===== src/acp_pkg.sv =====
// Package: register map and field layout for converter config and pin control
package acp_pkg;
   // ----------------------------------------------------------------
   // Register byte addresses
   // ----------------------------------------------------------------
   localparam logic [3:0] OFS_CONFIG = 4'h0;
   localparam logic [3:0] OFS_PIN_DIS = 4'h4;
   localparam logic [3:0] OFS_STATUS = 4'h8;
   // ----------------------------------------------------------------
   // Config field positions
   // ----------------------------------------------------------------
   localparam int POS_LOW_POWER = 7;
   localparam int POS_DIV_HI = 6;
   localparam int POS_DIV_LO = 5;
   localparam int POS_LONG_SAMPLE = 4;
   localparam int POS_MODE_HI = 3;
   localparam int POS_MODE_LO = 2;
   localparam int POS_SRC_HI = 1;
   localparam int POS_SRC_LO = 0;
   // ----------------------------------------------------------------
   // Reset values and encodings
   // ----------------------------------------------------------------
   localparam logic [7:0] RST_CONFIG = 8'h00;
   localparam logic [7:0] RST_PIN_DIS = 8'h00;
   localparam logic [3:0] RST_RATIO = 4'h1;
   localparam logic [1:0] MODE_8BIT = 2'h0;
   localparam logic [1:0] MODE_10BIT = 2'h2;
   localparam logic [1:0] SRC_BUS = 2'h0;
   localparam logic [1:0] SRC_BUS_HALF = 2'h1;
   localparam logic [1:0] SRC_ALT = 2'h2;
   localparam logic [1:0] SRC_ASYNC = 2'h3;
   localparam int NUM_PINS = 8;
endpackage


===== src/acp_top.sv =====
// Module: config and analog pin control registers with a Wishbone slave
`timescale 1ns/1ps
`default_nettype none
module acp_top (
   input wire logic clk_sys,
   input wire logic reset,
   input wire logic wb_cyc_i,
   input wire logic wb_stb_i,
   input wire logic wb_we_i,
   input wire logic [3:0] wb_adr_i,
   input wire logic [3:0] wb_sel_i,
   input wire logic [31:0] wb_dat_i,
   output logic [31:0] wb_dat_o,
   output logic wb_ack_o,
   input wire logic conversion_done,
   output logic low_power_select,
   output logic [1:0] clock_divide_select,
   output logic [3:0] divide_ratio,
   output logic long_sample_select,
   output logic [1:0] mode_select,
   output logic [1:0] clock_source_select,
   output logic [7:0] port_release,
   output logic result_invalid
);
   // ----------------------------------------------------------------
   // Bus decode
   // ----------------------------------------------------------------
   logic [7:0] config_reg, config_next;
   logic [7:0] pin_reg, pin_next;
   logic inval_reg, inval_next;
   logic ack_reg;
   logic [31:0] rdat_reg;
   // Gating with ack stops a held request from being taken twice
   wire req = wb_cyc_i & wb_stb_i & ~ack_reg;
   wire wr_lane0 = req & wb_we_i & wb_sel_i[0];
   wire hit_cfg = wb_adr_i == acp_pkg::OFS_CONFIG;
   wire hit_pin = wb_adr_i == acp_pkg::OFS_PIN_DIS;
   wire hit_sts = wb_adr_i == acp_pkg::OFS_STATUS;
   wire [1:0] new_mode = wb_dat_i[acp_pkg::POS_MODE_HI:acp_pkg::POS_MODE_LO];
   wire [1:0] cur_mode =
      config_reg[acp_pkg::POS_MODE_HI:acp_pkg::POS_MODE_LO];
   wire cfg_wr = wr_lane0 & hit_cfg;
   // Reserved mode codes are stored as written; software must avoid them
   wire mode_change = cfg_wr & (new_mode != cur_mode);
   wire [31:0] rdat_mux =
      hit_cfg ? {24'h000000, config_reg} :
      hit_pin ? {24'h000000, pin_reg} :
      hit_sts ? {31'h00000000, inval_reg} : 32'h00000000;
   // Unmapped addresses still ack with zero data so the bus never hangs
   assign config_next = cfg_wr ? wb_dat_i[7:0] : config_reg;
   assign pin_next = (wr_lane0 & hit_pin) ? wb_dat_i[7:0] : pin_reg;
   // A mode change wins over a completion in the same cycle
   assign inval_next = mode_change ? 1'b1 :
      conversion_done ? 1'b0 : inval_reg;
   // ----------------------------------------------------------------
   // Registers
   // ----------------------------------------------------------------
   always_ff @(posedge clk_sys) begin
      if (reset) begin
         config_reg <= acp_pkg::RST_CONFIG;
         pin_reg <= acp_pkg::RST_PIN_DIS;
         inval_reg <= 1'b0;
         ack_reg <= 1'b0;
         rdat_reg <= 32'h00000000;
      end else begin
         config_reg <= config_next;
         pin_reg <= pin_next;
         inval_reg <= inval_next;
         ack_reg <= req;
         rdat_reg <= rdat_mux;
      end
   end
   // ----------------------------------------------------------------
   // Decoded outputs, each from a flip-flop
   // ----------------------------------------------------------------
   logic [3:0] ratio_reg;
   logic [7:0] release_reg;
   wire [1:0] div_next =
      config_next[acp_pkg::POS_DIV_HI:acp_pkg::POS_DIV_LO];
   wire [3:0] ratio_next = 4'h1 << div_next;
   always_ff @(posedge clk_sys) begin
      if (reset) begin
         ratio_reg <= acp_pkg::RST_RATIO;
         release_reg <= 8'h00;
      end else begin
         ratio_reg <= ratio_next;
         release_reg <= pin_next;
      end
   end
   // Pin release is registered alongside the control bit, so no lag
   genvar gi;
   generate
      for (gi = 0; gi < acp_pkg::NUM_PINS; gi++) begin : g_pin
         assign port_release[gi] = release_reg[gi];
      end
   endgenerate
   assign wb_ack_o = ack_reg;
   assign wb_dat_o = rdat_reg;
   assign low_power_select = config_reg[acp_pkg::POS_LOW_POWER];
   assign clock_divide_select =
      config_reg[acp_pkg::POS_DIV_HI:acp_pkg::POS_DIV_LO];
   assign divide_ratio = ratio_reg;
   assign long_sample_select = config_reg[acp_pkg::POS_LONG_SAMPLE];
   assign mode_select = cur_mode;
   assign clock_source_select =
      config_reg[acp_pkg::POS_SRC_HI:acp_pkg::POS_SRC_LO];
   assign result_invalid = inval_reg;
   // ----------------------------------------------------------------
   // Assertions
   // ----------------------------------------------------------------
   a_ratio_match: assert property (
      @(posedge clk_sys) disable iff (reset)
      divide_ratio == (4'h1 << clock_divide_select))
      else $error("divide ratio does not match divide code");
   a_pin_release: assert property (
      @(posedge clk_sys) disable iff (reset)
      port_release == pin_reg)
      else $error("port release differs from pin control");
   a_pin_write: assert property (
      @(posedge clk_sys) disable iff (reset)
      (wr_lane0 && hit_pin) |=> pin_reg == $past(wb_dat_i[7:0]))
      else $error("pin control write lost");
   a_cfg_write: assert property (
      @(posedge clk_sys) disable iff (reset)
      cfg_wr |=> {low_power_select, clock_divide_select,
      long_sample_select, mode_select, clock_source_select}
      == $past(wb_dat_i[7:0]))
      else $error("config write not reflected");
   a_cfg_hold: assert property (
      @(posedge clk_sys) disable iff (reset)
      !cfg_wr |=> $stable(config_reg))
      else $error("config changed without write");
   a_mode_inval: assert property (
      @(posedge clk_sys) disable iff (reset)
      mode_change |=> result_invalid)
      else $error("mode change did not invalidate results");
   a_inval_clear: assert property (
      @(posedge clk_sys) disable iff (reset)
      (result_invalid && conversion_done && !mode_change)
      |=> !result_invalid)
      else $error("completion did not revalidate results");
   // Not disabled by reset: it checks what reset itself leaves behind
   a_reset_vals: assert property (
      @(posedge clk_sys)
      reset |=> config_reg == acp_pkg::RST_CONFIG
      && pin_reg == acp_pkg::RST_PIN_DIS
      && clock_source_select == acp_pkg::SRC_BUS)
      else $error("reset values wrong");
   // The edge after reset may move a field with no write or invalidation
   a_mode_legal: assert property (
      @(posedge clk_sys) disable iff (reset)
      ($changed(mode_select) && !$past(reset)) |-> result_invalid)
      else $error("mode changed without invalidation");
   a_src_hold: assert property (
      @(posedge clk_sys) disable iff (reset)
      ($changed(clock_source_select) && !$past(reset)) |-> $past(cfg_wr))
      else $error("clock source changed without write");
   a_ack_pulse: assert property (
      @(posedge clk_sys) disable iff (reset)
      wb_ack_o |=> !wb_ack_o)
      else $error("ack held more than one cycle");
   // Bus answer comes exactly one cycle after the taking edge
   a_ack_latency: assert property (
      @(posedge clk_sys) disable iff (reset)
      req |=> wb_ack_o)
      else $error("request not acknowledged next cycle");
   a_ack_cause: assert property (
      @(posedge clk_sys) disable iff (reset)
      !req |=> !wb_ack_o)
      else $error("ack without a request");
   a_cfg_read: assert property (
      @(posedge clk_sys) disable iff (reset)
      (req && !wb_we_i && hit_cfg)
      |=> wb_dat_o == {24'h000000, $past(config_reg)})
      else $error("config read data wrong");
   a_pin_read: assert property (
      @(posedge clk_sys) disable iff (reset)
      (req && !wb_we_i && hit_pin)
      |=> wb_dat_o == {24'h000000, $past(pin_reg)})
      else $error("pin control read data wrong");
   a_status_read: assert property (
      @(posedge clk_sys) disable iff (reset)
      (req && !wb_we_i && hit_sts)
      |=> wb_dat_o == {31'h00000000, $past(inval_reg)})
      else $error("status read data wrong");
   a_pin_hold: assert property (
      @(posedge clk_sys) disable iff (reset)
      !(wr_lane0 && hit_pin) |=> $stable(pin_reg))
      else $error("pin control changed without write");
   // Writes with the low byte lane off must leave both registers alone
   a_lane_ignore: assert property (
      @(posedge clk_sys) disable iff (reset)
      (req && wb_we_i && !wb_sel_i[0])
      |=> $stable(config_reg) && $stable(pin_reg))
      else $error("write with low lane off took effect");
   a_inval_hold: assert property (
      @(posedge clk_sys) disable iff (reset)
      (!mode_change && !conversion_done) |=> $stable(inval_reg))
      else $error("result flag changed with no cause");
   a_reset_outs: assert property (
      @(posedge clk_sys)
      reset |=> divide_ratio == acp_pkg::RST_RATIO && !result_invalid
      && !wb_ack_o && port_release == acp_pkg::RST_PIN_DIS)
      else $error("outputs not cleared by reset");
   c_mode_10: cover property (@(posedge clk_sys)
      cfg_wr && new_mode == acp_pkg::MODE_10BIT);
   c_async_src: cover property (@(posedge clk_sys)
      clock_source_select == acp_pkg::SRC_ASYNC);
   c_all_pins: cover property (@(posedge clk_sys) port_release == 8'hFF);
   c_revalid: cover property (@(posedge clk_sys)
      result_invalid ##1 !result_invalid);
   c_set_wins: cover property (@(posedge clk_sys)
      mode_change && conversion_done);
endmodule
`default_nettype wire


===== config.mk =====
export PLATFORM = sky130hd
export DESIGN_NAME = acp_top
export DESIGN_NICKNAME = d
export VERILOG_FILES = /design/src/acp_pkg.sv /design/src/acp_top.sv
export SDC_FILE = /design/constraint.sdc
export NUM_CORES = 1
export LEC_CHECK = 0
export BUFFER_PORTS_ARGS = -buffer_cell sky130_fd_sc_hd__buf_2
export CAP_MARGIN = 20
export CORE_AREA = 2 2 63 65
export DETAILED_ROUTE_END_ITERATION = 16
export DIE_AREA = 0 0 65 67
export PLACE_DENSITY_LB_ADDON = 0.2
export SLEW_MARGIN = 20
export SYNTH_ARGS = -nofsm -noshare
export SYNTH_HDL_FRONTEND = slang
export SYNTH_SLANG_ARGS = --single-unit

===== constraint.sdc =====
create_clock -name clk_sys -period 1.5 [get_ports clk_sys]
set_clock_uncertainty 0.05 [all_clocks]
set_input_delay 0.15 -clock clk_sys [delete_from_list [all_inputs] [get_ports clk_sys]]
set_output_delay 0.15 -clock clk_sys [all_outputs]
set_load 0.005 [all_outputs]

# == After elaboration in Yosys (flattened, before gate mapping) ==
# Cells that the tools add are included.
# word_totals
latch_bits,0
inputBits,46
mem_bits_rw,0
regBits,54
rom_bits,0
mem_count,0
out_inout_bits,54
# classes
muxes,6
n_bitwise,8
n_addsub,0
reduce_logical,3
n_div,0
mul,0
magnitude_cmp,0
n_eq_ne,3
shifts,1
# ops
op,n
two-way mux 8 bit,2
AND 1 bit,7
two-way mux 7 bit,1
== test 4 x 3 -> 1 bit (second input constant),1
== test 4 bit (second input constant),1
logical NOT 4 bit,1
left shift 1 x 2 -> 4 bit (first input constant),1
two-way mux 1 bit,3
OR reduction 3 bit,1
!= test 2 bit,1
nonzero test 2 bit,1
NOT 1 bit,1

# == Depth between registers and ports, before layout ==
# depth
word_depth,7
ltp_mapped,5
mapped_depth_nobuf,3

# == Worst setup path after synthesis ==
# No wires, ideal clock.
# synth_timing
path_kind,register -> register
start,"register ack_reg, in the netlist wb_ack_o"
end,"register ratio_reg[1], in the netlist divide_ratio[1]"
path_stages_with_launch,6
slack_ns,0.098
setup_time_ns,0.121
t_arrival_ns,1.231
path_cell_list,dfxtp_1 > and3b_1 > buf_2 > and3_1 > buf_4 > mux2_2
# synth_via
elab_chain_cells,7
# synth_lines
element,line,text
from (decl),acp_top.sv:31,logic ack_reg;
from (signal assigned),acp_top.sv:69,ack_reg <= req;
NOT 1 bit,acp_top.sv:34,wire req = wb_cyc_i & wb_stb_i & ~ack_reg;
AND 1 bit,acp_top.sv:34,
AND 1 bit (2 in series),acp_top.sv:35,wire wr_lane0 = req & wb_we_i & wb_sel_i[0];
AND 1 bit,acp_top.sv:42,wire cfg_wr = wr_lane0 & hit_cfg;
two-way mux 7 bit,acp_top.sv:50,assign config_next = cfg_wr ? wb_dat_i[7:0] : config_reg;
left shift 1 x 2 -> 4 bit,acp_top.sv:80,wire [3:0] ratio_next = 4'h1 << div_next;
to (signal assigned),acp_top.sv:83,ratio_reg <= acp_pkg::RST_RATIO;
to (signal assigned),acp_top.sv:86,ratio_reg <= ratio_next;
to (decl),acp_top.sv:76,logic [3:0] ratio_reg;
# No other way between the ends.
# A chain may end at the register's enable or synchronous reset.

# == Final worst setup path ==
# layout_timing
start,"register ack_reg, in the netlist wb_ack_o"
end,"register ratio_reg[2], in the netlist divide_ratio[2]"
# The elaborated chain is that of the path after synthesis.

==> results.sh <==
export IMPL_syn_area_per_cell_um2=9.86
export IMPL_switching_share_pct=22.1
export IMPL_crit_path_max_fanout=6
export IMPL_root_buffer="clkbuf_8"
export IMPL_final_hold_viol_count=0
export IMPL_placed_area_um2=1670
export IMPL_fin_crit_sh_pct=90.8
export IMPL_yosysSeqAreaShare_pct=40.9
export IMPL_clockBufferDepth=2
export IMPL_clkPwrFrac_pct=38.8
export IMPL_layout_setup_ws_ps=139
export IMPL_min_to="result_invalid"
export IMPL_fin_crit_ps=1360
export IMPL_gp_congestion=0.747
export IMPL_criticalPathCategory="flop to flop"
export IMPL_slew_violations=0
export IMPL_ios=100
export IMPL_end_kind="flop"
export IMPL_crit_chain="and3b_2 > and3_1 > mux2_2"
export IMPL_grt_pass1_wl_mm=4.72
export IMPL_grt_usage_pct=14.5
export IMPL_rows=22
export IMPL_r2r_end="divide_ratio[2]"
export IMPL_hold_path_startpoint="conversion_done"
export IMPL_start_util_pct=40.7
export IMPL_grt_ovfl_total=0
export IMPL_nets=247
export IMPL_clk_latency_ps=270
export IMPL_tns_ps=0
export IMPL_ant_nets=0
export IMPL_synth_area_um2=1470
export IMPL_syn_to_final_growth_pct=19.3
export IMPL_grt_pass1_vias=1047
export IMPL_multiInputGateArea_um2=722
export IMPL_cts_tree="yes"
export IMPL_clock_sinks=30
export IMPL_status="complete, no violations"
export IMPL_wl_per_cell_um=12.0
export IMPL_setup_viol=0
export IMPL_die_w_um=65
export IMPL_final_area_um2=1750
export IMPL_synth_top_area_share_pct=40.9
export IMPL_cts_hold_repair_buffers=0
export IMPL_synthTopCellsByArea="dfxtp_1 41%, buf_4 13%, mux2i_1 12%, nand2b_1 11%, a22oi_1 3.6%"
export IMPL_via_per_inst=4.47
export IMPL_grt_max_degree=25
export IMPL_p_leak_nw=0.874
export IMPL_cp_start_kind="flop"
export IMPL_vdd_drop_max_mv=0.493
export IMPL_critPathTopFamily="simple AND/OR/NAND/NOR gates"
export IMPL_first_pass_iters=4
export IMPL_port_buffers=48
export IMPL_htreeDepth=2
export IMPL_cp_data_arrival_time_ps=1470
export IMPL_ys_ff_latch=30
export IMPL_die_y_um=67
export IMPL_mostFrequentLayoutCells="48 x buf_2, 30 x dfxtp_1, 25 x nand2b_1"
export IMPL_ys_types=29
export IMPL_rsz0062_at_grt="no"
export IMPL_startpoint="wb_ack_o"
export IMPL_dp_hpwl_mm=2.24
export IMPL_numCtsBuffers=5
export IMPL_whs_path_depth=2
export IMPL_postRouteWirelength_mm=2.98
export IMPL_ys_warn_count=0
export IMPL_power_mw=1.50
export IMPL_syn_inst=149
export IMPL_nFillCells=351
export IMPL_utilization_pct=48.6
export IMPL_drc=0
export IMPL_p_sw_uw=331
export IMPL_vias=1114
export IMPL_antenna_found_initial=0
export IMPL_ff2ff_setup_slack_ps=140
export IMPL_layout_commonest_cell="buf_2"
export IMPL_pre_cts_ws_ps=49.3
export IMPL_max_stage_delay_ps=350
export IMPL_cp_required_ps=1610
export IMPL_clk_pin_slew_worst_paths_ps=60
export IMPL_r2r_start="wb_ack_o"
export IMPL_holdCritPathClass="input port to flop"
export IMPL_cellPowerDensity_nw_per_um2=855
export IMPL_cts_setup_buffers=0
export IMPL_ff_latch_area_um2=601
export IMPL_yosys_area_top_type="dfxtp_1"
export IMPL_layout_drive_gt1_share_pct=32.8
export IMPL_insertedDiodeCount=0
export IMPL_die_area_um2=4360
export IMPL_p_seq_share_pct=53.5
export IMPL_clock_fmax_mhz=735
export IMPL_comb_power_share_pct=7.7
export IMPL_p_int_mw=1.17
export IMPL_cp_slowest_cell="mux2_2"
export IMPL_core_area_um2=3610
export IMPL_ff2ff_path_depth=3
export IMPL_drtIter0Drc=48
export IMPL_cp_num_buf_inv=0
export IMPL_drv_cap=0
-- what timing repair did --
action,in CTS,in global routing
gates resized for setup,0,1
hold endpoints to repair,0,0
endpoints found under the setup margin,0,1
-- area by class of cell --
cell class / instances / share of cell area, %
multi-input combinational: 108 / 41.2
sequential: 30 / 34.3
timing repair buffer: 54 / 16.3
clock buffer: 7 / 4.36
tap: 48 / 3.43
inverter: 2 / 0.429
-- synthesized netlist by cell type (all sizes together) --
cell type,number
nand3,2
and2,1
conb,1
nand2b,25
nor4b,1
dfxtp,30
clkbuf,4
nand2,1
xor2,2
and3b,1
nor2,13
and3,2
nand3b,2
mux2i,17
o21ai,1
inv,2
a41oi,1
nor4,1
o32ai,1
a22oi,7
mux2,2
nor3,1
buf,28
o31ai,1
nor2b,1
a221oi,1
-- per-stage QoR --
| stage | cells | hold slack, ps |
|---|---|---|
| 6_report | 249 | 21.2 |
| 5_1_grt | 249 | 27.6 |
| 4_1_cts | 249 | 4.98 |
| 3_5_place_dp | 242 | 304 |
| 3_3_place_gp | 242 | 301 |
| 2_1_floorplan | 172 | 195 |
-- cell families after synthesis --
| group | Yosys count | synth area share [%] |
|---|---|---|
| muxes | 19 | 13.1 |
| DFF | 30 | 40.9 |
| other | 1 | 0.255 |
| and+or+nand+nor | 51 | 21.9 |
| xor gates and xnor gates | 2 | 1.19 |
| AOI/OAI and AO/OA | 12 | 6.73 |
| buffers and inverters | 34 | 15.9 |
-- power by group through the flow --
stage | registers [mW] | logic (mW) | clock network (mW)
after global routing | 0.801 | 0.128 | 0.656
after detailed placement | 0.818 | 0.112 | 0
after CTS | 0.801 | 0.113 | 0.605
final | 0.801 | 0.115 | 0.581
after global placement | 0.818 | 0.109 | 0
after floorplan | 0.819 | 0.111 | 0
-- worst max path at each step --
stage,endpoint,slack (ps),depth (start not counted)
2_1_floorplan,divide_ratio[1],100,5
4_1_cts,divide_ratio[2],70,3
6_report,divide_ratio[2],140,3
3_5_place_dp,result_invalid,50,5
5_1_grt,divide_ratio[2],80,3
3_3_place_gp,result_invalid,40,5
-- metal layers --
layer	up-vias	part of all wire (%)	global-route usage [%]
li1	551	-	-
met1	507	44	17.6
met2	50	47	22.9
met3	6	7.1	3.89
met4	0	2.1	8.78
met5	-	0	0
(Power assumes the default switching activity.)
